[config.mk]
export PLATFORM = sky130hd
export DESIGN_NAME = frt_timer_top
export DESIGN_NICKNAME = d
export VERILOG_FILES = /design/src/hw/frt_pkg.sv /design/src/hw/frt_prescaler.sv /design/src/hw/frt_capture_ch.sv /design/src/hw/frt_timer_top.sv
export VERILOG_INCLUDE_DIRS = /design/src /design/src/hw
export SDC_FILE = /design/constraint.sdc
export NUM_CORES = 1
export LEC_CHECK = 0
export ABC_CLOCK_PERIOD_IN_PS = 4900
export BUFFER_PORTS_ARGS = -buffer_cell sky130_fd_sc_hd__buf_2
export CAP_MARGIN = 30
export CORE_MARGIN = 1.5
export CORE_UTILIZATION = 52
export CTS_CLUSTER_DIAMETER = 80
export CTS_CLUSTER_SIZE = 40
export DETAILED_ROUTE_END_ITERATION = 10
export PLACE_DENSITY = 0.77
export SETUP_SLACK_MARGIN = 0.2
export SYNTH_ARGS = -nofsm -noshare
export SYNTH_HDL_FRONTEND = slang
export SYNTH_SLANG_ARGS = --single-unit
[constraint.sdc]
create_clock -name clk_sys_i -period 4.9 [get_ports clk_sys_i]
set_input_delay 0.98 -clock clk_sys_i [delete_from_list [all_inputs] [get_ports clk_sys_i]]
set_output_delay 0.98 -clock clk_sys_i [all_outputs]
set_load 0.01 [all_outputs]
[src/hw/frt_defs.svh]
// Constants for the free-running timer with input capture.
// Assumes inclusion by bare name from the package and design files.
`ifndef FRT_DEFS_SVH
`define FRT_DEFS_SVH

// Register offsets, word addressed on a 4-bit address port
`define FRT_ADDR_CTRL 4'h0
`define FRT_ADDR_COUNT 4'h1
`define FRT_ADDR_EDGE 4'h2
`define FRT_ADDR_IRQ_STAT 4'h3
`define FRT_ADDR_IRQ_CLR 4'h4
`define FRT_ADDR_IRQ_EN 4'h5
`define FRT_ADDR_AUTO_SEL 4'h6
`define FRT_ADDR_CAP0 4'h8

// Control register fields
`define FRT_CTRL_DIV_LSB 0
`define FRT_CTRL_STOP_BIT 2
`define FRT_CTRL_CLR_BIT 3

// Interrupt status layout: bit 0 overflow, bits 4..1 captures
`define FRT_IRQ_OVF_BIT 0
`define FRT_IRQ_W 5

// Overflow request number
`define FRT_OVF_IRQ_NUM 8'h13

// Prescaler division exponents for the four ratios
`define FRT_DIV_SEL0 4'd1
`define FRT_DIV_SEL1 4'd2
`define FRT_DIV_SEL2 4'd3
`define FRT_DIV_SEL3 4'd4

// Reset values
`define FRT_COUNT_RST 16'h0000
`define FRT_CTRL_RST 3'h0

`endif

[src/hw/frt_pkg.sv]
// Types shared by the free-running timer and its capture channels.
// Assumes frt_defs.svh is on the include path.
`include "frt_defs.svh"

package frt_pkg;

  typedef enum logic [1:0] {
    FRT_EDGE_NONE,
    FRT_EDGE_RISE,
    FRT_EDGE_FALL,
    FRT_EDGE_BOTH
  } frt_edge_t;

  typedef struct packed {
    logic [3:0] addr;
    logic [31:0] wdata;
    logic wr;
    logic rd;
  } frt_bus_req_t;

  typedef struct packed {
    logic irq;
    logic [`FRT_IRQ_W-1:0] auto_req;
  } frt_irq_out_t;

endpackage : frt_pkg

[src/hw/frt_prescaler.sv]
// Prescaler: divides the machine clock into a one-cycle count tick.
// Assumes one clock, reset already synchronised by the parent.
`timescale 1ns/1ps
`default_nettype none
`include "frt_defs.svh"

module frt_prescaler #(
  parameter int unsigned DIV_W = 4
) (
  input wire logic clk_sys_i, // Machine clock
  input wire logic rst_n_i, // Synchronised reset, active low
  input wire logic run_i, // Counting enabled
  input wire logic [1:0] div_sel_i, // Division ratio select
  output logic tick_o // Count clock enable
);
  import frt_pkg::*;

  // Elaboration check on the divider width
  if (DIV_W < 4)
  begin : g_bad_div_w
    $error("frt_prescaler: DIV_W too small for the largest ratio");
  end

  logic [DIV_W-1:0] cnt_q;
  logic [DIV_W-1:0] cnt_d;
  logic [DIV_W-1:0] mask;

  function automatic logic [DIV_W-1:0] div_mask(input logic [1:0] sel);
    logic [3:0] sh;
    sh = `FRT_DIV_SEL0;
    case (sel)
      2'd0: sh = `FRT_DIV_SEL0;
      2'd1: sh = `FRT_DIV_SEL1;
      2'd2: sh = `FRT_DIV_SEL2;
      default: sh = `FRT_DIV_SEL3;
    endcase
    div_mask = DIV_W'((1 << sh) - 1);
  endfunction : div_mask

  always_comb
  begin
    mask = div_mask(div_sel_i);
    cnt_d = cnt_q;
    if (!run_i)
      cnt_d = '0;
    else
      cnt_d = DIV_W'(cnt_q + 1'b1);
  end

  assign tick_o = run_i && ((cnt_q & mask) == mask);

  always_ff @(posedge clk_sys_i or negedge rst_n_i)
  begin
    if (!rst_n_i)
      cnt_q <= '0;
    else
      cnt_q <= cnt_d;
  end

endmodule : frt_prescaler
`default_nettype wire

[src/hw/frt_capture_ch.sv]
// One capture channel: edge detect on a pin and latch of the count.
// Assumes the pin is already synchronous to the machine clock.
`timescale 1ns/1ps
`default_nettype none
`include "frt_defs.svh"

module frt_capture_ch #(
  parameter int unsigned CNT_W = 16
) (
  input wire logic clk_sys_i, // Machine clock
  input wire logic rst_n_i, // Synchronised reset, active low
  input wire logic pin_i, // Capture input pin
  input wire frt_pkg::frt_edge_t edge_sel_i, // Edge choice
  input wire logic [CNT_W-1:0] count_i, // Shared time base
  output logic event_o, // One-cycle capture pulse
  output logic [CNT_W-1:0] data_o // Captured count
);
  import frt_pkg::*;

  logic pin_q;
  logic pin_d;
  logic [CNT_W-1:0] data_q;
  logic [CNT_W-1:0] data_d;
  logic rise;
  logic fall;
  logic hit;

  always_comb
  begin
    rise = pin_i && !pin_q;
    fall = !pin_i && pin_q;
    case (edge_sel_i)
      FRT_EDGE_RISE: hit = rise;
      FRT_EDGE_FALL: hit = fall;
      FRT_EDGE_BOTH: hit = rise || fall;
      default: hit = 1'b0;
    endcase
    pin_d = pin_i;
    data_d = hit ? count_i : data_q;
  end

  assign event_o = hit;
  assign data_o = data_q;

  always_ff @(posedge clk_sys_i or negedge rst_n_i)
  begin
    if (!rst_n_i)
    begin
      pin_q <= 1'b0;
      data_q <= '0;
    end
    else
    begin
      pin_q <= pin_d;
      data_q <= data_d;
    end
  end

endmodule : frt_capture_ch
`default_nettype wire

[src/hw/frt_timer_top.sv]
// Free-running 16-bit timer with four capture channels and interrupts.
// Assumes a synchronous register port and capture pins synchronous to clk.
`timescale 1ns/1ps
`default_nettype none
`include "frt_defs.svh"

module frt_timer_top #(
  parameter int unsigned CNT_W = 16,
  parameter int unsigned N_UNIT = 2,
  parameter int unsigned PINS_PER_UNIT = 2
) (
  input wire logic clk_sys_i, // Machine clock, 100 MHz
  input wire logic rst_b_i, // Async reset, active low
  input wire logic [3:0] reg_addr_i, // Register word address
  input wire logic [31:0] reg_wdata_i, // Write data
  input wire logic reg_wr_i, // Write strobe
  input wire logic reg_rd_i, // Read strobe
  output logic [31:0] reg_rdata_o, // Read data, cycle after strobe
  input wire logic [N_UNIT*PINS_PER_UNIT-1:0] cap_pin_i, // Capture pins
  output logic irq_o, // Level interrupt
  output logic [7:0] ovf_irq_num_o, // Overflow request number
  output logic [`FRT_IRQ_W-1:0] auto_io_req_o, // Auto transfer starts
  output logic [CNT_W-1:0] count_o // Count, registered copy one cycle behind the counter
);
  import frt_pkg::*;

  localparam int unsigned NCH = N_UNIT * PINS_PER_UNIT;

  // Elaboration checks on the parameters
  if (CNT_W != 16)
  begin : g_bad_cnt_w
    $error("frt_timer_top: counter width must be 16");
  end
  if (NCH != `FRT_IRQ_W - 1)
  begin : g_bad_nch
    $error("frt_timer_top: status layout serves four channels");
  end

  //////////////////////////////////////////////////////////////////////
  // Reset release
  logic [1:0] rst_sync_q;
  logic rst_n;

  always_ff @(posedge clk_sys_i or negedge rst_b_i)
  begin
    if (!rst_b_i)
      rst_sync_q <= 2'b00;
    else
      rst_sync_q <= {rst_sync_q[0], 1'b1};
  end

  assign rst_n = rst_sync_q[1];

  //////////////////////////////////////////////////////////////////////
  // Register port
  frt_bus_req_t bus;
  assign bus.addr = reg_addr_i;
  assign bus.wdata = reg_wdata_i;
  assign bus.wr = reg_wr_i;
  assign bus.rd = reg_rd_i;

  logic [2:0] ctrl_q;
  logic [2:0] ctrl_d;
  logic [2*NCH-1:0] edge_q;
  logic [2*NCH-1:0] edge_d;
  logic [`FRT_IRQ_W-1:0] stat_q;
  logic [`FRT_IRQ_W-1:0] stat_d;
  logic [`FRT_IRQ_W-1:0] en_q;
  logic [`FRT_IRQ_W-1:0] en_d;
  logic [`FRT_IRQ_W-1:0] auto_q;
  logic [`FRT_IRQ_W-1:0] auto_d;
  logic [CNT_W-1:0] cnt_q;
  logic [CNT_W-1:0] cnt_d;
  logic [31:0] rdata_q;
  logic [31:0] rdata_d;
  logic irq_q;
  logic irq_d;
  logic [`FRT_IRQ_W-1:0] auto_req_q;
  logic [`FRT_IRQ_W-1:0] auto_req_d;
  logic [CNT_W-1:0] count_out_q;

  logic tick;
  logic running;
  logic [NCH-1:0] cap_ev;
  logic [CNT_W-1:0] cap_data [NCH];
  logic [`FRT_IRQ_W-1:0] events;
  frt_irq_out_t irq_next;

  function automatic logic hit(input frt_bus_req_t b, input logic [3:0] a);
    hit = (b.addr == a);
  endfunction : hit

  function automatic logic [31:0] zext_cnt(input logic [CNT_W-1:0] val);
    zext_cnt = {{(32 - CNT_W){1'b0}}, val};
  endfunction : zext_cnt

  assign running = !ctrl_q[`FRT_CTRL_STOP_BIT];

  //////////////////////////////////////////////////////////////////////
  // Prescaler
  frt_prescaler #(
    .DIV_W(4)
  ) u_presc (
    .clk_sys_i(clk_sys_i),
    .rst_n_i(rst_n),
    .run_i(running),
    .div_sel_i(ctrl_q[`FRT_CTRL_DIV_LSB +: 2]),
    .tick_o(tick)
  );

  //////////////////////////////////////////////////////////////////////
  // Capture channels, grouped as units of pins
  genvar gu;
  genvar gp;
  generate
    for (gu = 0; gu < N_UNIT; gu++)
    begin : g_unit
      for (gp = 0; gp < PINS_PER_UNIT; gp++)
      begin : g_pin
        // Channel index runs unit by unit
        localparam int unsigned CH = gu * PINS_PER_UNIT + gp;
        frt_capture_ch #(
          .CNT_W(CNT_W)
        ) u_ch (
          .clk_sys_i(clk_sys_i),
          .rst_n_i(rst_n),
          .pin_i(cap_pin_i[CH]),
          .edge_sel_i(frt_edge_t'(edge_q[2*CH +: 2])),
          .count_i(cnt_q),
          .event_o(cap_ev[CH]),
          .data_o(cap_data[CH])
        );
      end
    end
  endgenerate

  //////////////////////////////////////////////////////////////////////
  // Counter
  logic ovf;

  always_comb
  begin
    ovf = 1'b0;
    cnt_d = cnt_q;
    if (bus.wr && hit(bus, `FRT_ADDR_CTRL) && bus.wdata[`FRT_CTRL_CLR_BIT])
      cnt_d = `FRT_COUNT_RST;
    else if (bus.wr && hit(bus, `FRT_ADDR_COUNT) && !running)
      cnt_d = bus.wdata[CNT_W-1:0];
    else if (tick)
    begin
      cnt_d = CNT_W'(cnt_q + 1'b1);
      ovf = (cnt_q == {CNT_W{1'b1}});
    end
  end

  always_ff @(posedge clk_sys_i or negedge rst_n)
  begin
    if (!rst_n)
      cnt_q <= `FRT_COUNT_RST;
    else
      cnt_q <= cnt_d;
  end

  //////////////////////////////////////////////////////////////////////
  // Configuration registers
  always_comb
  begin
    ctrl_d = ctrl_q;
    edge_d = edge_q;
    en_d = en_q;
    auto_d = auto_q;
    // Clear bit acts once and is not stored
    if (bus.wr && hit(bus, `FRT_ADDR_CTRL))
      ctrl_d = bus.wdata[2:0];
    if (bus.wr && hit(bus, `FRT_ADDR_EDGE))
      edge_d = bus.wdata[2*NCH-1:0];
    if (bus.wr && hit(bus, `FRT_ADDR_IRQ_EN))
      en_d = bus.wdata[`FRT_IRQ_W-1:0];
    if (bus.wr && hit(bus, `FRT_ADDR_AUTO_SEL))
      auto_d = bus.wdata[`FRT_IRQ_W-1:0];
  end

  always_ff @(posedge clk_sys_i or negedge rst_n)
  begin
    if (!rst_n)
    begin
      ctrl_q <= `FRT_CTRL_RST;
      edge_q <= '0;
      en_q <= '0;
      auto_q <= '0;
    end
    else
    begin
      ctrl_q <= ctrl_d;
      edge_q <= edge_d;
      en_q <= en_d;
      auto_q <= auto_d;
    end
  end

  //////////////////////////////////////////////////////////////////////
  // Sticky status and request outputs
  always_comb
  begin
    events = {cap_ev, ovf};
    stat_d = stat_q;
    if (bus.wr && hit(bus, `FRT_ADDR_IRQ_CLR))
      stat_d = stat_q & ~bus.wdata[`FRT_IRQ_W-1:0];
    // Set wins over a clear in the same cycle
    stat_d = stat_d | events;
    irq_next.irq = |(stat_q & en_q & ~auto_q);
    irq_next.auto_req = stat_q & en_q & auto_q;
    irq_d = irq_next.irq;
    auto_req_d = irq_next.auto_req;
  end

  always_ff @(posedge clk_sys_i or negedge rst_n)
  begin
    if (!rst_n)
    begin
      stat_q <= '0;
      irq_q <= 1'b0;
      auto_req_q <= '0;
    end
    else
    begin
      stat_q <= stat_d;
      irq_q <= irq_d;
      auto_req_q <= auto_req_d;
    end
  end

  //////////////////////////////////////////////////////////////////////
  // Read path and registered count copy
  always_comb
  begin
    rdata_d = 32'h0000_0000;
    if (bus.rd)
    begin
      if (hit(bus, `FRT_ADDR_CTRL))
        rdata_d = {29'h0, ctrl_q};
      else if (hit(bus, `FRT_ADDR_COUNT))
        rdata_d = zext_cnt(cnt_q);
      else if (hit(bus, `FRT_ADDR_EDGE))
        rdata_d = {{(32 - 2*NCH){1'b0}}, edge_q};
      else if (hit(bus, `FRT_ADDR_IRQ_STAT))
        rdata_d = {27'h0, stat_q};
      else if (hit(bus, `FRT_ADDR_IRQ_EN))
        rdata_d = {27'h0, en_q};
      else if (hit(bus, `FRT_ADDR_AUTO_SEL))
        rdata_d = {27'h0, auto_q};
      else if (bus.addr[3] && (bus.addr[2:0] < 3'(NCH)))
        rdata_d = zext_cnt(cap_data[bus.addr[1:0]]);
    end
  end

  always_ff @(posedge clk_sys_i or negedge rst_n)
  begin
    if (!rst_n)
    begin
      rdata_q <= 32'h0000_0000;
      count_out_q <= '0;
    end
    else
    begin
      rdata_q <= rdata_d;
      count_out_q <= cnt_q;
    end
  end

  //////////////////////////////////////////////////////////////////////
  // Outputs
  logic [7:0] irq_num_q;

  always_ff @(posedge clk_sys_i or negedge rst_n)
  begin
    if (!rst_n)
      irq_num_q <= `FRT_OVF_IRQ_NUM;
    else
      irq_num_q <= `FRT_OVF_IRQ_NUM;
  end

  assign reg_rdata_o = rdata_q;
  assign irq_o = irq_q;
  assign ovf_irq_num_o = irq_num_q;
  assign auto_io_req_o = auto_req_q;
  assign count_o = count_out_q;

endmodule : frt_timer_top
`default_nettype wire

==> results of run 1 <==
-- worst max-delay path, stage by stage --
cell                      delay (ns)
sky130_fd_sc_hd__buf_2          0.70
sky130_fd_sc_hd__nor4b_2        0.36
sky130_fd_sc_hd__buf_4          0.28
sky130_fd_sc_hd__nand3_1        0.74
sky130_fd_sc_hd__o21ai_0        0.51
sky130_fd_sc_hd__a21oi_1        0.09
-- routing by layer --
metal,vias to the layer above,global-route usage,wire length (um),part of all wire
met4,0,0.113,468,0.030
met1,2436,0.291,6220,0.40
met3,40,0.0509,995,0.064
met5,-,0,0,0
li1,2148,-,-,-
met2,191,0.381,7950,0.51
-- Yosys cell counts (2+ instances only) --
cell                        instances
sky130_fd_sc_hd__dfrtp_1          154
sky130_fd_sc_hd__mux2_2            80
sky130_fd_sc_hd__nand2_1           34
sky130_fd_sc_hd__a21oi_1           29
sky130_fd_sc_hd__buf_4             28
sky130_fd_sc_hd__o21ai_0           28
sky130_fd_sc_hd__nor2_1            24
sky130_fd_sc_hd__inv_1             18
sky130_fd_sc_hd__mux4_2            16
sky130_fd_sc_hd__clkbuf_1          14
sky130_fd_sc_hd__nand3_1           14
sky130_fd_sc_hd__a22oi_1           13
sky130_fd_sc_hd__xor2_1            12
sky130_fd_sc_hd__and3_1            11
sky130_fd_sc_hd__buf_2             10
sky130_fd_sc_hd__ha_1              10
sky130_fd_sc_hd__a21o_1             9
sky130_fd_sc_hd__nand2b_1           9
sky130_fd_sc_hd__nand4_1            7
sky130_fd_sc_hd__nor4_1             6
sky130_fd_sc_hd__or3_1              6
sky130_fd_sc_hd__a221oi_1           3
sky130_fd_sc_hd__a32oi_1            3
sky130_fd_sc_hd__mux2i_1            3
sky130_fd_sc_hd__nor2b_1            3
sky130_fd_sc_hd__nor3_1             3
sky130_fd_sc_hd__o21ai_1            3
sky130_fd_sc_hd__o21ai_2            3
sky130_fd_sc_hd__xnor2_1            3
sky130_fd_sc_hd__a21oi_2            2
sky130_fd_sc_hd__a221oi_2           2
sky130_fd_sc_hd__and2b_1            2
sky130_fd_sc_hd__buf_1              2
sky130_fd_sc_hd__clkbuf_2           2
sky130_fd_sc_hd__conb_1             2
sky130_fd_sc_hd__nor3_2             2
sky130_fd_sc_hd__o2111ai_1          2
sky130_fd_sc_hd__o22ai_1            2
-- where the power goes --
| group | internal (mW) | switching [mW] |
|---|---|---|
| Sequential | 1.69 | 0.338 |
| Combinational | 0.551 | 0.424 |
| Clock | 0.922 | 0.508 |
| Total | 3.17 | 1.27 |
-- final cells by class --
| cell class | count | area [um2] |
|---|---|---|
| well taps | 176 | 220 |
| clock buffers | 23 | 498 |
| flip-flops and latches | 154 | 3860 |
| clock inverters | 9 | 159 |
| multi-input cells | 376 | 2940 |
| inverters | 18 | 67.6 |
| repair buffers | 72 | 397 |
| fillers | 1019 | 5160 |
-- cell usage in the layout (no fill, tap or decap), types with 2 or more instances in the layout --
cell type	instances
sky130_fd_sc_hd__inv_1	18
sky130_fd_sc_hd__clkbuf_8	5
sky130_fd_sc_hd__nand4_1	7
sky130_fd_sc_hd__or3_1	6
sky130_fd_sc_hd__nand2_1	34
sky130_fd_sc_hd__nor2_1	24
sky130_fd_sc_hd__a221oi_2	2
sky130_fd_sc_hd__ha_1	10
sky130_fd_sc_hd__mux4_2	16
sky130_fd_sc_hd__nor2b_1	3
sky130_fd_sc_hd__a22oi_1	13
sky130_fd_sc_hd__xor2_1	12
sky130_fd_sc_hd__and3_1	11
sky130_fd_sc_hd__clkinvlp_4	4
sky130_fd_sc_hd__nor3_1	3
sky130_fd_sc_hd__o22ai_1	2
sky130_fd_sc_hd__o2111ai_1	2
sky130_fd_sc_hd__a21o_1	9
sky130_fd_sc_hd__a21oi_2	2
sky130_fd_sc_hd__a221oi_1	3
sky130_fd_sc_hd__bufinv_16	4
sky130_fd_sc_hd__nand3_1	14
sky130_fd_sc_hd__o21ai_2	3
sky130_fd_sc_hd__buf_4	4
sky130_fd_sc_hd__dfrtp_1	153
sky130_fd_sc_hd__and2b_1	2
sky130_fd_sc_hd__conb_1	25
sky130_fd_sc_hd__nor4_1	6
sky130_fd_sc_hd__nand2b_1	9
sky130_fd_sc_hd__buf_2	65
sky130_fd_sc_hd__xnor2_1	3
sky130_fd_sc_hd__o21ai_0	28
sky130_fd_sc_hd__nor3_2	2
sky130_fd_sc_hd__buf_8	2
sky130_fd_sc_hd__a21oi_1	29
sky130_fd_sc_hd__a32oi_1	3
sky130_fd_sc_hd__mux2i_1	3
sky130_fd_sc_hd__o21ai_1	3
sky130_fd_sc_hd__clkbuf_16	17
sky130_fd_sc_hd__mux2_2	80
-- path summary, 6_finish.rpt --
check	slack, ns	startpoint	endpoint
max in group asynchronous	3.17	rst_sync_q[1]$_DFF_PN0_	auto_io_req_o[2]$_DFF_PN0_
max	1.49	reg_addr_i[0]	cnt_q[14]$_DFFE_PN0P_
max reg2reg	2.58	ctrl_q[1]$_DFFE_PN0N_	stat_q[0]$_DFF_PN0_
min	0.33	rst_b_i	rst_sync_q[1]$_DFF_PN0_
min in group clk_sys_i	0.36	rst_sync_q[0]$_DFF_PN0_	rst_sync_q[1]$_DFF_PN0_
min reg2reg	0.36	rst_sync_q[0]$_DFF_PN0_	rst_sync_q[1]$_DFF_PN0_
-- logic make-up after synthesis --
family | Yosys count | share of synthesized area
muxes | 99 | 0.181
DFF | 154 | 0.542
and+or+nand+nor | 127 | 0.0934
other | 2 | 0.00106
AOI/OAI and AO/OA | 100 | 0.0888
buffers and inverters | 75 | 0.0575
xor gates and xnor gates | 15 | 0.0185
adders and majority gates | 10 | 0.0176
-- metrics by stage --
| stage | hold WS (ns) | total power [mW] | setup slack, ns |
|---|---|---|---|
| final | 0.334 | 4.44 | 1.49 |
| after global routing | 0.328 | 4.65 | 1.28 |
| after CTS | 0.322 | 4.46 | 1.49 |
| after detailed placement | 0.341 | 3.02 | 1.12 |
| after global placement | 0.338 | 2.93 | 1.29 |
| after floorplan | 0.331 | 2.71 | 0.291 |
-- sequential cells by signal, indices dropped and copies added, names as in the netlist, 8 cells and up --
name	flops
g_unit.g_pin.u_ch.data_o	64
cnt_q	16
count_o	16
reg_rdata_o	16
edge_q	8
==> results.md, run 1 <==
Logic synthesis:
- The share of the synthesized area in the top cell type is 0.542.
- The share of the Yosys chip area taken by registers is 0.542.
- The cell type with the highest aggregate area in the netlist is sky130_fd_sc_hd__dfrtp_1.
- In this run, synthesis produced a sequential element count of approximately 150.
- Yosys mapped the design onto 46 distinct sky130hd cell types.
- The number of warnings issued by yosys is 0.
- The area of the mapped netlist is approximately 7100 um2.
- Yosys mapped a number of flops with a built-in enable equal to 0.
- The mean post-synth cell area is 12.2 um2.
- In the synthesized netlist the dominant register cell turns out to be sky130_fd_sc_hd__dfrtp_1.
- Of all flip-flops after synthesis, the portion carrying an async set or reset was 1.00.
- Synthesis produced 582 cells.
- By area the synthesized netlist is led by sky130_fd_sc_hd__dfrtp_1, sky130_fd_sc_hd__mux2_2, sky130_fd_sc_hd__mux4_2, sky130_fd_sc_hd__buf_4, sky130_fd_sc_hd__a21oi_1.

Finish:
- The post-layout instance area is ~8100 um2.
- The filler-free cell count of the finished design is slightly above 800.
- In the final layout, the share of cells above drive strength 1 is 0.330.
- The utilization of the core after routing is 0.612.
- The area growth from synthesis to layout is 14.4%.
- The final antenna diode count is 0.
- In the final design database the tool counted 693 nets.

Placement:
- Input and output buffers added on the ports amount to 65.
- The weighted congestion reported at the end of routability-driven placement is ~0.85.
- Detailed placement ended at an HPWL of around 11000 um.
- Counting tap cells, the placed design contains a total of 796 instances.
- After detailed placement, the total cell area comes to 7480 um2.

Timing:
- The final worst-path cycle share is 0.696.
- The worst slew margin relative to its limit is 0.292.
- Setup repair after global routing left no endpoint under its margin.
- The highest clock frequency the design can meet is between 0.2 and 0.3 GHz.
- The transition at the pin with the smallest max-transition slack is 1.06 ns.
- The number of pins exceeding their max-slew limit in the final report is 0.
- The number of failing setup endpoints in the final timing report is 0.
- The total negative setup slack is 0 ns.
- On the final layout, the worst clock skew is between 0.01 and 0.015 ns.
- The number of hold-slack violations in the final timing report is 0.
- The clock period could shrink to 3.41 ns.

CTS:
- The cell at the root of the clock tree is sky130_fd_sc_hd__clkbuf_16.
- The deepest level of the CTS H-tree is 4.
- The clock passes through at most 2 buffers.
- The count of cells resized by post-cts repair is 0.
- The number of setup buffers added after CTS is 0.
- TritonCTS built the clock tree.
- Clock latency on the worst-skew pair, taken at its later pin, is 0.43 ns.
- The clock net in this run drives a total of around 150 sinks.
- The clock-pin slew on the worst setup and hold paths is 0.06 ns.
- The number of buffers created by CTS is 17.
- The number of hold buffers added after CTS was 0.

Run status:
- The run finished with clean final reports.

Floorplanning:
- The core region area is 13300 um2.
- The number of core rows is between 40 and 50.
- The initial utilization of the core area, before any placement, comes to 0.535.
- The die is 120 um wide.
- For this design the top-level I/O count stands at 106.
- The floorplan die area is between 10000 and 15000 um2.
- The die span in y is ~120 um.

Route:
- In the routed layout, each cell is associated on average with a via count of 5.82.
- The initial detailed-routing violation count is 373.
- The wire length per cell is 18.9 um.
- The routed layout has 4815 vias.
- The detailed-router iteration count before antenna repair is 5.
- The DRC violation count after routing is 0.
- The routed design has 15600 um of wire.
- The antenna violation net count after detailed routing is 0.

Critical path:
- The critical path start-end classification is in2reg.
- STA classifies the critical path endpoint as a register.
- The startpoint class of the critical path is a primary input.
- At the worst endpoint, the required time is 5.15 ns.
- The worst register-to-register path has a depth of 5.
- Of all nets on the critical path, the largest fanout is 35.
- Data arrives at the worst endpoint at approximately 3.7 ns.

Power:
- In this run the power density over the cells is approximately 550 nW/um2.
- The maximum resistive drop on vdd is 306 uV.
- The static leakage is ~3.7 nW.

Global route:
- The total track usage is 0.232.
- The number of antenna violations at the first check in global routing is 0.
- The largest net degree at the start of global routing is 72.
- For this run the aggregate overflow at the end of global routing stands at 0.
- The number of global-route vias before repair is between 4000 and 5000.
- The global-route wire length before repair is approximately 25000 um.

Min path:
- The class of the most critical hold timing path is in2async.

Run:
- The number of violations of the max-capacitance limit is 0.
(Power assumes the default switching activity.)
==> run 2: changes to the inputs <==
--- a/config.mk
+++ b/config.mk
@@ -6,15 +6,16 @@
 export SDC_FILE = /design/constraint.sdc
 export NUM_CORES = 1
 export LEC_CHECK = 0
-export ABC_CLOCK_PERIOD_IN_PS = 4900
+export ABC_AREA = 1
+export ABC_CLOCK_PERIOD_IN_PS = 3200
 export BUFFER_PORTS_ARGS = -buffer_cell sky130_fd_sc_hd__buf_2
 export CAP_MARGIN = 30
 export CORE_MARGIN = 1.5
-export CORE_UTILIZATION = 52
+export CORE_UTILIZATION = 57
 export CTS_CLUSTER_DIAMETER = 80
 export CTS_CLUSTER_SIZE = 40
 export DETAILED_ROUTE_END_ITERATION = 10
-export PLACE_DENSITY = 0.77
+export PLACE_DENSITY = 0.8
 export SETUP_SLACK_MARGIN = 0.2
 export SYNTH_ARGS = -nofsm -noshare
 export SYNTH_HDL_FRONTEND = slang
==> constraint.sdc (replaced) <==
create_clock -name clk_sys_i -period 3.2 [get_ports clk_sys_i]
set_input_delay 0.64 -clock clk_sys_i [delete_from_list [all_inputs] [get_ports clk_sys_i]]
set_output_delay 0.64 -clock clk_sys_i [all_outputs]
set_load 0.01 [all_outputs]
==> results.md, run 2 <==
Run status:
- The flow ran to the end, and the final reports show no timing, DRC or antenna violations.

Logic synthesis:
- The number of warnings issued by yosys is 0.
- The area of the mapped netlist is 7190 um2.
- In the synthesized netlist the dominant register cell turns out to be sky130_fd_sc_hd__dfrtp_1.
- In the post-synthesis netlist, the cell with the most instances is sky130_fd_sc_hd__nand2_1.
- Of all flip-flops after synthesis, the portion carrying an async set or reset was 1.00.
- The cell type with the highest aggregate area in the netlist is sky130_fd_sc_hd__dfrtp_1.
- Sorting the synthesized cells by area gives the leading types as sky130_fd_sc_hd__dfrtp_1, sky130_fd_sc_hd__nand2_1, sky130_fd_sc_hd__o21ai_0, sky130_fd_sc_hd__inv_1, sky130_fd_sc_hd__buf_4.
- The number of enable-type register cells in the synthesized netlist is 0.
- The synthesized netlist cell count is 841.
- The post-synthesis sequential area ratio is 0.536.
- The mean post-synth cell area is 8.54 um2.
- The synthesized design contains around 150 register bits.
- After synthesis, the netlist uses 37 different library cells.
- The share of the synthesized area in the top cell type is 0.536.
- By count the netlist is led by sky130_fd_sc_hd__nand2_1, sky130_fd_sc_hd__dfrtp_1, sky130_fd_sc_hd__o21ai_0, sky130_fd_sc_hd__inv_1, sky130_fd_sc_hd__nor2_1.

Floorplanning:
- The horizontal die dimension is 115 um.
- The die span in y is about 120 um.
- For this configuration, the core starts out at a cell density of 0.591.
- The core region area is approximately 12000 um2.
- During I/O placement, the number of pins put on the boundary was 106.
- The floorplan step defined a die boundary enclosing between 10000 and 15000 um2.
- The number of core rows is 40.

Route:
- The detailed-router iteration count before antenna repair is 5.
- The wire length per cell is 15.8 um.
- The total routed wirelength is 17200 um.
- The initial detailed-routing violation count is 675.
- The antenna violation net count after detailed routing is 0.
- The routed via count divided by cell count is 5.46.
- Summing over every cut layer, the via total after detailed routing is a little under 6000.
- In the routed design, unresolved DRC markers number 0.

Global route:
- The number of antenna violations at the first check in global routing is 0.
- The total track usage is 0.282.
- Entering global routing, the biggest net connects 64 pins.
- The number of global-route vias before repair is ~5600.
- The global-route wire length before repair is 28200 um.
- The total overflow left after global routing is 0.

CTS:
- After clock tree synthesis, the flow added hold-fix buffers numbering 1.
- Gates resized during post-CTS repair numbered 0.
- The cell at the root of the clock tree is sky130_fd_sc_hd__clkbuf_16.
- In this run the post-CTS setup repair buffer count came out at 0.
- The clock-pin slew on the worst setup and hold paths is 0.06 ns.
- The clock sink count is approximately 150.
- The clock tree buffer depth is 2.
- The clock tree synthesis step divided the H-tree into 4 levels.
- At the later pin of the worst-skew pair, clock insertion delay measures 0.43 ns.
- TritonCTS built the clock tree.
- The number of buffers created by CTS is 17.

Finish:
- In the layout the commonest cells are sky130_fd_sc_hd__nand2_1, sky130_fd_sc_hd__dfrtp_1, sky130_fd_sc_hd__o21ai_0.
- The area growth from synthesis to layout is 15.3%.
- The leading cell type in the layout, fill and taps excluded is sky130_fd_sc_hd__nand2_1.
- The share of cells above drive strength 1 is 0.148.
- The number of antenna diodes in the final layout is 0.
- The finished layout holds 1090 standard cells, fillers aside.
- The post-layout instance area is 8290 um2.
- The register with the most flip-flops in the layout has 64 of them.
- The utilization of the core after routing is 0.681.
- The final layout contains between 900 and 1000 nets.

Timing:
- The worst slew margin relative to its limit is 0.487.
- Setup repair after global routing left no endpoint under its margin.
- The final worst slack is 1.38 ns.
- For the pin with the worst max-slew slack, the measured transition is 0.770 ns.
- The clock arrives with 0.00578 ns of skew.
- After layout, the minimum clock period comes to 1.82 ns.
- The number of hold-slack violations in the final timing report came to 0.
- Setup violations remaining at the end of the flow were counted as 0.
- The number of pins exceeding their max-slew limit in the final report is 0.
- The total negative setup slack is 0 ns.
- The highest clock frequency the design can meet is roughly 0.55 GHz.
- The final worst-path cycle share is 0.569.

Critical path:
- The startpoint class of the critical path is a primary input.
- In this run the worst path has a maximum fanout of 14.
- The data arrival at the endpoint of the critical path is ~2.1 ns.
- STA classifies the critical path endpoint as a register.
- Data on the critical path is required at its endpoint by 3.51 ns.
- The setup path with the least slack is of type in2reg.

Placement:
- Detailed placement ended at an HPWL of between 10000 and 15000 um.
- The count of buffers added on input and output ports is 65.
- Counting tap cells, the placed design contains a total of about 1100 instances.
- The weighted congestion reported at the end of routability-driven placement is 0.951.
- Timing analysis after detailed placement gives a worst setup slack of 0.961 ns.
- Once placement finished, the instance area stood at 7620 um2.

Run:
- Across the run, the number of max-cap violations was 0.

Min path:
- The class of the most critical hold timing path is in2reg.

Power:
- The static leakage is 4.26 nW.
- The power density normalized to cell area is just over 800 nW/um2.
- The maximum resistive drop on vdd is 649 uV.
## run 2: path summary, 6_finish.rpt
check / startpoint / end / slack [ns] / depth (start not counted)
min in group asynchronous: rst_sync_q[1]$_DFF_PN0_ / count_o[11]$_DFF_PN0_ / 0.41 / 0
max reg2reg: cnt_q[1]$_DFFE_PN0P_ / stat_q[0]$_DFF_PN0_ / 1.42 / 7
max in group asynchronous: rst_sync_q[1]$_DFF_PN0_ / g_unit[1].g_pin[0].u_ch.data_o[12]$_DFFE_PN0P_ / 1.90 / 1
max: reg_addr_i[0] / reg_rdata_o[5]$_DFF_PN0_ / 1.38 / 7
min reg2reg: rst_sync_q[0]$_DFF_PN0_ / rst_sync_q[1]$_DFF_PN0_ / 0.36 / 0
min: cap_pin_i[1] / g_unit[0].g_pin[1].u_ch.pin_q$_DFF_PN0_ / 0.35 / 1
## run 2: final cells by class
| type | instances | area (um2) |
|---|---|---|
| clock inverters | 14 | 226 |
| inverters | 88 | 330 |
| multi-input cells | 572 | 2810 |
| fillers | 948 | 3870 |
| clock buffers | 18 | 429 |
| repair buffers | 76 | 423 |
| flip-flops and latches | 154 | 3860 |
| well taps | 168 | 210 |
## run 2: power by group
group	switching (mW)	internal, mW
sequential	0.467	2.56
clock	0.784	1.45
combinational	1.00	0.546
## run 2: routing by layer
metal	vias up	wire length [um]	share of wire	track usage
met2	264	7990	0.46	0.431
met5	-	0	0	0
met4	0	420	0.024	0.105
met1	2819	7370	0.43	0.395
li1	2821	-	-	-
met3	42	1460	0.085	0.0669
## run 2: cell families (layout without fill, tap and decap cells)
kind of cell	count (synthesis)	in the layout	share of synthesized area
muxes	1	1	0.00157
buffers and inverters	138	196	0.0878
AOI/OAI and AO/OA	162	162	0.126
other	2	25	0.00105
xor gates and xnor gates	3	3	0.00366
and+or+nand+nor	371	371	0.226
adders and majority gates	10	10	0.0174
DFF	154	154	0.536
## run 2: worst max-delay path: stages
cell and delay [ns]:
sky130_fd_sc_hd__buf_2 0.26, sky130_fd_sc_hd__inv_2 0.17, sky130_fd_sc_hd__nor2_4 0.24, sky130_fd_sc_hd__nand2_1 0.18
sky130_fd_sc_hd__inv_2 0.28, sky130_fd_sc_hd__nand2_1 0.09, sky130_fd_sc_hd__a31oi_1 0.27
## run 2: stage by stage
step | hold slack, ns | power, mW
detailed placement | 0.343 | 4.54
CTS | 0.346 | 6.80
floorplan | 0.331 | 3.99
finish | 0.351 | 6.81
global placement | 0.337 | 4.48
global route | 0.340 | 7.20
